==> src/ptc_cfg.svh <==
// Purpose: Constants for the tick-driven pulse timer and counter primitives
// Assumes: One ref_clk at 25 MHz, one logic tick every TICK_CYCLES clocks
// Notes: Counts and timing figures only; types live in ptc_pkg
// Functional notes
// Rising input edge drives pulse output high for the preset duration, then low.
// New rising edge while pulse output high restarts the full preset duration.
// Up counter adds one on each rising edge of its count-up input.
// Up counter stops at the preset value; further count-up edges ignored.
// Up counter output high when running count is at or above preset.
// Rising edge on up counter clear input sets running count to zero.
// Up counter clear wins over count-up in the same tick.
// Up counter output stays high at preset until a clear edge.
// Rising edge on down counter load input copies preset into running count.
// Down counter load wins over count-down in the same tick.
// Down counter subtracts one on each rising edge of count-down input.
// Down counter never goes below zero; count-down at zero ignored.
// Down counter output high when running count is zero.
// Down counter output stays high at zero until a load edge.
// Preset durations are whole multiples of the periodic logic tick.
// Rising edges found by comparing this tick's input with the previous tick's.
// Reset clears all counts and timer states; outputs follow cleared state (up counter output is held low in reset, even with a zero preset).
`ifndef PTC_CFG_SVH
`define PTC_CFG_SVH
`define PTC_CLK_HZ 25000000
`define PTC_TICK_US 1000
`define PTC_TICK_CYCLES ((`PTC_CLK_HZ / 1000000) * `PTC_TICK_US)
`define PTC_COUNT_W 16
`define PTC_TIME_W 16
`define PTC_RST_COUNT 16'h0000
`endif

==> src/ptc_pkg.sv <==
// Purpose: Types shared by the pulse timer and counter primitives
// Assumes: Widths come from ptc_cfg.svh
// Notes: Each counter result travels as a packed struct
`include "ptc_cfg.svh"
package ptc_pkg;
  typedef logic [`PTC_COUNT_W-1:0] ptc_count_t;
  typedef logic [`PTC_TIME_W-1:0] ptc_time_t;
  // Input strobes seen on one tick
  typedef struct packed {
    logic pulseIn;
    logic countUpInput;
    logic upClear;
    logic countDownInput;
    logic loadInput;
  } ptc_inputs_t;
  // Counter result
  typedef struct packed {
    ptc_count_t runningCount;
    logic out;
  } ptc_cnt_state_t;
  // Pulse timer states, Gray along idle -> high
  typedef enum logic [0:0] {
    PTC_IDLE = 1'b0,
    PTC_HIGH = 1'b1
  } ptc_pulse_state_t;
endpackage

==> src/ptc_pulse_timer_counters.sv <==
// Purpose: Retriggerable pulse timer, up counter and down counter on one logic tick
// Assumes: Inputs synchronous to ref_clk; they are sampled once per tick
// Notes: All outputs registered; counts visible for observation
//   Inputs are looked at only on the tick clock, so pulses shorter than a tick are lost unless high on that clock
//   A zero preset duration never raises the pulse output
//   Presets are levels; change them only while the primitives are idle or in reset
`timescale 1ns/1ps
`include "ptc_cfg.svh"
module ptc_pulse_timer_counters #(
  parameter int TICK_CYCLES = `PTC_TICK_CYCLES, // Clocks per logic tick
  parameter int COUNT_W = `PTC_COUNT_W, // Counter width
  parameter int TIME_W = `PTC_TIME_W // Duration width
) (
  input wire logic ref_clk, // System clock, 25 MHz
  input wire logic rst, // Synchronous reset, active high
  input wire ptc_pkg::ptc_inputs_t sheetIn, // Input bits from sheet
  input wire ptc_pkg::ptc_time_t presetDuration, // Pulse length in ticks
  input wire ptc_pkg::ptc_count_t upPreset, // Up counter preset value
  input wire ptc_pkg::ptc_count_t downPreset, // Down counter preset value
  output logic tick, // One-clock logic tick strobe
  output logic pulseOut, // Retriggerable pulse output
  output logic upOut, // Up counter output
  output logic downOut, // Down counter output
  output ptc_pkg::ptc_count_t upCount, // Up running count
  output ptc_pkg::ptc_count_t downCount // Down running count
);
  localparam int TICK_W = $clog2(TICK_CYCLES + 1);
  localparam int IN_W = $bits(ptc_pkg::ptc_inputs_t);
  localparam logic [TICK_W-1:0] TICK_LAST = TICK_W'(TICK_CYCLES - 1);

  // Divider must count at least one clock per tick
  if (TICK_CYCLES < 1) begin : g_bad_tick
    $error("TICK_CYCLES must be at least one");
  end

  // Count width is fixed by the shared count type
  if (COUNT_W != `PTC_COUNT_W) begin : g_bad_count_w
    $error("COUNT_W must match the shared count type");
  end

  // Duration width is fixed by the shared duration type
  if (TIME_W != `PTC_TIME_W) begin : g_bad_time_w
    $error("TIME_W must match the shared duration type");
  end

  // One-bit rising edge: high now, low on the previous tick
  function automatic logic rise_of(
    input logic cur,
    input logic last
  );
    return cur & ~last;
  endfunction

  // Timer end test: true when one more tick reaches the preset
  function automatic logic at_preset(
    input ptc_pkg::ptc_time_t spent,
    input ptc_pkg::ptc_time_t limit
  );
    return ptc_pkg::ptc_time_t'(spent + 1'b1) >= limit;
  endfunction

  logic [TICK_W-1:0] tickCnt;
  ptc_pkg::ptc_inputs_t prevIn;
  ptc_pkg::ptc_inputs_t riseNow;
  ptc_pkg::ptc_time_t elapsed;
  ptc_pkg::ptc_time_t next_elapsed;
  ptc_pkg::ptc_pulse_state_t pulseState;
  ptc_pkg::ptc_pulse_state_t next_pulseState;
  ptc_pkg::ptc_cnt_state_t upState;
  ptc_pkg::ptc_cnt_state_t downState;
  wire logic tickNow = (tickCnt == TICK_LAST);
  wire logic timeUp;
  wire logic zeroLen;
  wire logic [IN_W-1:0] nowBits;
  wire logic [IN_W-1:0] lastBits;
  wire logic [IN_W-1:0] riseBits;
  wire logic [TICK_W-1:0] next_tickCnt;
  wire logic pulseRise;
  wire logic upRise;
  wire logic clearRise;
  wire logic downRise;
  wire logic loadRise;

  // Divider wraps after the last clock of a tick
  assign next_tickCnt = tickNow ? '0 : TICK_W'(tickCnt + 1'b1);

  // Divider count register
  always_ff @(posedge ref_clk) begin
    if (rst) begin
      tickCnt <= '0;
    end else begin
      tickCnt <= next_tickCnt;
    end
  end

  // Tick strobe, one clock, lines up with updated outputs
  always_ff @(posedge ref_clk) begin
    if (rst) begin
      tick <= 1'b0;
    end else begin
      tick <= tickNow;
    end
  end

  // Flat views of this tick's and last tick's input levels
  assign nowBits = sheetIn;
  assign lastBits = prevIn;

  // Edge strobe per input, valid only on a tick
  for (genvar b = 0; b < IN_W; b++) begin : g_edge
    assign riseBits[b] = tickNow & rise_of(nowBits[b], lastBits[b]);
  end

  // Back into named fields
  assign riseNow = riseBits;

  // Named strobes for each primitive
  assign pulseRise = riseNow.pulseIn;
  assign upRise = riseNow.countUpInput;
  assign clearRise = riseNow.upClear;
  assign downRise = riseNow.countDownInput;
  assign loadRise = riseNow.loadInput;

  // Previous tick's inputs
  always_ff @(posedge ref_clk) begin
    if (rst) begin
      prevIn <= '0;
    end else if (tickNow) begin
      prevIn <= sheetIn;
    end
  end

  // Pulse end and zero-length tests
  assign timeUp = at_preset(elapsed, presetDuration);
  assign zeroLen = (presetDuration == '0);

  // Pulse timer: restart on every edge, end after preset ticks
  always_comb begin
    next_pulseState = pulseState;
    next_elapsed = elapsed;
    if (pulseRise) begin
      next_pulseState = zeroLen ? ptc_pkg::PTC_IDLE : ptc_pkg::PTC_HIGH;
      next_elapsed = '0;
    end else if (tickNow) begin
      unique case (pulseState)
        ptc_pkg::PTC_IDLE: begin
          next_elapsed = '0;
        end
        ptc_pkg::PTC_HIGH: begin
          if (timeUp) begin
            next_pulseState = ptc_pkg::PTC_IDLE;
            next_elapsed = '0;
          end else begin
            next_elapsed = ptc_pkg::ptc_time_t'(elapsed + 1'b1);
          end
        end
      endcase
    end
  end

  // Pulse timer state register
  always_ff @(posedge ref_clk) begin
    if (rst) begin
      pulseState <= ptc_pkg::PTC_IDLE;
    end else begin
      pulseState <= next_pulseState;
    end
  end

  // Elapsed ticks since the last accepted edge
  always_ff @(posedge ref_clk) begin
    if (rst) begin
      elapsed <= '0;
    end else begin
      elapsed <= next_elapsed;
    end
  end

  // Pulse output, registered from the next state so it leaves no gap
  always_ff @(posedge ref_clk) begin
    if (rst) begin
      pulseOut <= 1'b0;
    end else begin
      pulseOut <= (next_pulseState == ptc_pkg::PTC_HIGH);
    end
  end

  // Up counter
  ptc_up_counter upCounter (
    .ref_clk(ref_clk),
    .rst(rst),
    .upEdge(upRise),
    .clearEdge(clearRise),
    .presetValue(upPreset),
    .state(upState)
  );

  // Down counter
  ptc_down_counter downCounter (
    .ref_clk(ref_clk),
    .rst(rst),
    .downEdge(downRise),
    .loadEdge(loadRise),
    .presetValue(downPreset),
    .state(downState)
  );

  // Counter outputs straight from child flip-flops
  assign upOut = upState.out;
  assign upCount = upState.runningCount;
  assign downOut = downState.out;
  assign downCount = downState.runningCount;
endmodule

==> src/ptc_up_counter.sv <==
// Purpose: Saturating up counter with clear input
// Assumes: Edge strobes are one clock wide, on the tick clock, provided by the parent
// Notes: Clear dominates counting
`timescale 1ns/1ps
`include "ptc_cfg.svh"
module ptc_up_counter (
  input wire logic ref_clk, // System clock
  input wire logic rst, // Synchronous reset, active high
  input wire logic upEdge, // Rising edge on count-up input
  input wire logic clearEdge, // Rising edge on clear input
  input wire ptc_pkg::ptc_count_t presetValue, // Preset value
  output ptc_pkg::ptc_cnt_state_t state // Running count and output
);
  ptc_pkg::ptc_count_t next_count;
  wire logic below = state.runningCount < presetValue;
  // Clear first, then count only below preset
  assign next_count = clearEdge ? `PTC_RST_COUNT :
    (upEdge && below) ? ptc_pkg::ptc_count_t'(state.runningCount + 1'b1) :
    state.runningCount;
  // Count and output registers
  always_ff @(posedge ref_clk) begin
    if (rst) begin
      state.runningCount <= `PTC_RST_COUNT;
      state.out <= 1'b0;
    end else begin
      state.runningCount <= next_count;
      state.out <= (next_count >= presetValue);
    end
  end
endmodule

==> src/ptc_down_counter.sv <==
// Purpose: Down counter with load input, floored at zero
// Assumes: Edge strobes are one clock wide, on the tick clock, provided by the parent
// Notes: Load dominates counting
`timescale 1ns/1ps
`include "ptc_cfg.svh"
module ptc_down_counter (
  input wire logic ref_clk, // System clock
  input wire logic rst, // Synchronous reset, active high
  input wire logic downEdge, // Rising edge on count-down input
  input wire logic loadEdge, // Rising edge on load input
  input wire ptc_pkg::ptc_count_t presetValue, // Preset value
  output ptc_pkg::ptc_cnt_state_t state // Running count and output
);
  ptc_pkg::ptc_count_t next_count;
  wire logic nonZero = state.runningCount != `PTC_RST_COUNT;
  // Load first, then count only above zero
  assign next_count = loadEdge ? presetValue :
    (downEdge && nonZero) ? ptc_pkg::ptc_count_t'(state.runningCount - 1'b1) :
    state.runningCount;
  // Count and output registers
  always_ff @(posedge ref_clk) begin
    if (rst) begin
      state.runningCount <= `PTC_RST_COUNT;
      state.out <= 1'b1;
    end else begin
      state.runningCount <= next_count;
      state.out <= (next_count == `PTC_RST_COUNT);
    end
  end
endmodule

==> config.mk <==
export PLATFORM = sky130hd
export DESIGN_NAME = ptc_pulse_timer_counters
export DESIGN_NICKNAME = d
export VERILOG_FILES = /design/src/ptc_pkg.sv /design/src/ptc_pulse_timer_counters.sv /design/src/ptc_up_counter.sv /design/src/ptc_down_counter.sv
export VERILOG_INCLUDE_DIRS = /design/src
export SDC_FILE = /design/constraint.sdc
export NUM_CORES = 1
export LEC_CHECK = 0
export BUFFER_PORTS_ARGS = -buffer_cell sky130_fd_sc_hd__buf_2
export CAP_MARGIN = 10
export CORE_AREA = 5 5 97 99
export CTS_CLUSTER_DIAMETER = 80
export CTS_CLUSTER_SIZE = 16
export DETAILED_ROUTE_END_ITERATION = 6
export DIE_AREA = 0 0 102 104
export HOLD_SLACK_MARGIN = 0.05
export PLACE_DENSITY = 0.84
export SYNTH_ARGS = -nofsm -noshare
export SYNTH_HDL_FRONTEND = slang
export SYNTH_SLANG_ARGS = --single-unit
==> constraint.sdc <==
create_clock -name ref_clk -period 9.78 [get_ports ref_clk]
set_input_delay 0 -clock ref_clk [delete_from_list [all_inputs] [get_ports ref_clk]]
set_output_delay 0 -clock ref_clk [all_outputs]
set_load 0.02 [all_outputs]
==> metrics list <==
- Leakage power: 2.91 nW
* Final weighted congestion of routability-driven global placement: 0.921
- Critical Path, Cell by Cell: or4b_1 > or4_1 > buf_4 > a211o_1 > a21oi_1 > o211a_1 > xor2_1 > nand2b_1 > ha_1 > nand2b_1 > a21o_1 > a21o_1 > a21o_1 > a21o_1 > a2111oi_0 > o31ai_1 > o2bb2ai_1
- After detailed routing, the average wire length per cell comes to 15.6 um.
- Buffers inserted to repair hold after CTS numbered 20.
- The library cells used most frequently in the layout, excluding fill and tap cells, are sky130_fd_sc_hd__nor2_1 (100), sky130_fd_sc_hd__buf_2 (90), sky130_fd_sc_hd__dfxtp_1 (72), sky130_fd_sc_hd__ha_1 (52), sky130_fd_sc_hd__inv_1 (51).
- Pre-CTS WS: 5.31 ns
- The most used flip-flop cell after synthesis is sky130_fd_sc_hd__dfxtp_1.
- At the worst endpoint, the arrival time is 4.76 ns.
- Total count of max-transition violations in the final report: 0
- Setup repair after global routing missed its margin: false
* Critical Path End Type: flip-flop
- Buf+Inv Stages, Crit Path: 1
* Cell Pwr Density: 111 nW/um^2
- Slowest CP cell: sky130_fd_sc_hd__or4_1
* Portion of synthesized cell area occupied by the leading cell type: 29.5%
- The run finished with clean final reports.
- CTS H-tree lvls: 3
* Maximum number of pins on one net before global-route repair: 35
- Floorplan die height: 104 um
* Clock Root Buffer: sky130_fd_sc_hd__clkbuf_8
- For this design the top-level I/O count stands at 91.
- In the final layout, the share of cells above drive strength 1 is 19.1%.
* Area added between synthesis and finish: 20.3%
- Cell family contributing the most delay on the critical path: compound AO/OA/AOI/OAI gates
- Counting I/O delays and the setup requirement, the final critical path takes 4.54 ns.
- Measured against its own limit, the worst slew margin works out to 22.2%.
- The floorplan has 34 rows.
* Worst skew pair latency: 0.36 ns
- Final antenna diode count: 0
- The die is 102 um wide.
- In this run, synthesis produced a sequential element count of 72.
- The hold violation total from the final report was 0.
- On the final layout, the worst clock skew is 0.0115 ns.
- Clock slew at the register clock pins of the worst setup and hold paths: 0.08 ns
- Worst-case clock buffer depth: 2
- The cell that appears most often on the critical path is sky130_fd_sc_hd__a21o_1.
- Global-route wire length before repair: 20,500 um
- After synthesis, the share of flip-flops with an asynchronous set or reset is 0%.
* Placeable core region: 8470 sq um
- TritonCTS built the clock tree.
- In this run the cell area of the synthesized design comes to 4880 sq um.
- Final sum of negative setup slack: 0 ns
- Once the clock tree was built, the resizer swapped 0 gates to a different size.
* Die Area: 10,600 sq um
* Syn Area/Cell: 8.33 sq um
- Number of warnings printed during yosys synthesis: 0
- Number of instances in the placed design: 769
* Final worst path period share: 46.4%
- # port buffers: 90
* Placement Cell Area: 5410 sq um
- Total power of the final layout: 654 uW
- Unique cell type count in the Yosys netlist: 64
* Top area cells in the synthesized netlist: sky130_fd_sc_hd__dfxtp_1 (30%), sky130_fd_sc_hd__ha_1 (13%), sky130_fd_sc_hd__nor2_1 (7.7%), sky130_fd_sc_hd__xnor2_1 (5.7%), sky130_fd_sc_hd__inv_1 (3.9%)
- The initial utilization of the core area, before any placement, comes to 57.6%.
* Maximum vdd ir drop: 0.0811 mV
- Setup violations remaining at the end of the flow were counted as 0.
- Synthesis produced 586 cells.
* Number of antenna violations at the first check in global routing: 0
* Number of standard cells in the layout, taps in and fillers out: 805
* Worst endpoint required time: 10.01 ns
* Count of vias placed by the detailed router: 4,650
* Max Clk Rate: 220 MHz
* Number of maximum-capacitance constraint violations: 0
- When the netlist entered floorplanning its net count stood at 693.
* All-layer global routing usage: 23.4%
- CP max FO: 34
* Residual DRC count: 0
* Least setup slack across all paths after layout: 5.24 ns
- EDFF count, synth: 0
- Biggest cell delay along the critical path: 0.54 ns
* Seq/Total Area, Yosys: 29.5%
- WL final: 12,600 um
- CP Launch Type: flip-flop
* Worst Tran Pin Value: 1.16 ns
* # fillers: 664
- After legalization and detailed placement, the total HPWL measured 8980 um.
- In this run the remaining antenna-violating nets after routing total 0.
- The net count of the finished layout is 799.
- For this block, the initial DRC count from the detailed router was 201.
* Number of global-route vias before repair: 4,550
- Post-CTS Repair Setup Buffers: 0
- The critical path in this run is classified as reg2reg.
* GRT overflow: 0
- Leaving out fill and tap cells, the most frequent cell in the layout is sky130_fd_sc_hd__nor2_1.
- Number of search-and-repair iterations in the first detailed-routing pass: 5
- Detailed-route vias per instance: 5.78
- Classification of the worst-slack hold path: in2reg
- Inserted Clock Buffers: 9
- Clock Sinks: 72
* Yosys top cell by area: sky130_fd_sc_hd__dfxtp_1
- Summing all non-filler instances in the final layout gives an area of 5870 sq um.
-- logic make-up after synthesis --
| group | after synthesis | share of synthesized area [%] |
|---|---|---|
| compound gates | 98 | 15.8 |
| xor+xnor | 50 | 8.97 |
| fa+ha+maj | 52 | 13.3 |
| buf+inv | 68 | 5.46 |
| flops | 72 | 29.5 |
| mux | 11 | 2.26 |
| simple gates | 235 | 24.7 |
-- through the flow --
stage / hold WS, ns / util, %
after floorplan: 0.143 / -
after global placement: 0.238 / 63.8
after detailed placement: 0.252 / 63.8
after CTS: 0.0705 / 69.3
after global routing: 0.109 / 69.3
final: 0.0743 / 69.3
-- registers in the layout, summed over array words and instances (netlist names) --
register,cells
elapsed,16
tick,1
upCounter.state,17
downCounter.state,17
lastBits,5
tickCnt,15
pulseOut,1
-- tightest hold or removal path: cells and delay by family --
kind	cells	cell delay (ns)
AO/OA/AOI/OAI	1	0.05
buffers and inverters	2	0.17
AND/OR/NAND/NOR	2	0.18
-- report_power, final --
part	internal, mW	total, mW	switching [mW]
registers	0.294	0.295	0.000866
logic	0.0229	0.0471	0.0242
clock network	0.191	0.312	0.121
total	0.508	0.654	0.146
-- final cells by class --
type,instances,area (sq um),share of cell area [%]
Inverter,51,191,3.26
Timing Repair Buffer,112,666,11.3
Tap cell,108,135,2.30
Sequential cell,72,1440,24.6
Clock inverter,4,98.8,1.68
Multi-Input combinational cell,446,3170,54.0
Clock buffer,12,165,2.81
-- routing by layer --
layer  GRT usage, %  up-vias  wire (um)
met4           8.06        0        237
li1               -     2267          -
met2           40.3      176       6150
met5              0        -          0
met3           4.49       24        799
met1           28.7     2183       5370
-- cells in the mapped netlist, types with 3 or more instances --
master / n
sky130_fd_sc_hd__o22ai_1: 5
sky130_fd_sc_hd__and3_1: 8
sky130_fd_sc_hd__or4_1: 4
sky130_fd_sc_hd__nor3_1: 7
sky130_fd_sc_hd__o21a_1: 4
sky130_fd_sc_hd__nor3_2: 3
sky130_fd_sc_hd__o21ai_0: 9
sky130_fd_sc_hd__nand3_1: 24
sky130_fd_sc_hd__o2bb2ai_1: 4
sky130_fd_sc_hd__a21oi_1: 13
sky130_fd_sc_hd__a31o_2: 3
sky130_fd_sc_hd__or3_1: 8
sky130_fd_sc_hd__nand2_1: 30
sky130_fd_sc_hd__a22o_1: 7
sky130_fd_sc_hd__a21o_1: 21
sky130_fd_sc_hd__xnor2_1: 32
sky130_fd_sc_hd__a2111oi_0: 3
sky130_fd_sc_hd__nor2b_1: 5
sky130_fd_sc_hd__buf_2: 3
sky130_fd_sc_hd__nand2b_1: 7
sky130_fd_sc_hd__inv_1: 51
sky130_fd_sc_hd__nor4_1: 9
sky130_fd_sc_hd__nor2_1: 100
sky130_fd_sc_hd__a31oi_1: 7
sky130_fd_sc_hd__ha_1: 52
sky130_fd_sc_hd__xor2_1: 18
sky130_fd_sc_hd__mux2i_1: 11
sky130_fd_sc_hd__dfxtp_1: 72
sky130_fd_sc_hd__nand4_1: 8
sky130_fd_sc_hd__or2_2: 3
sky130_fd_sc_hd__clkbuf_1: 10
-- final timing paths --
| path | from | to | slack [ns] | cells after the start |
|---|---|---|---|---|
| max reg2reg | tickCnt[6] | upCounter.state[0] | 5.24 | 17 |
| max | tickCnt[6] | upCounter.state[0] | 5.24 | 17 |
| min reg2reg | tickCnt[0] | tickCnt[0] | 0.47 | 1 |
| min | sheetIn[1] | lastBits[1] | 0.07 | 5 |
No activity file was read; power rests on OpenSTA's default activity.
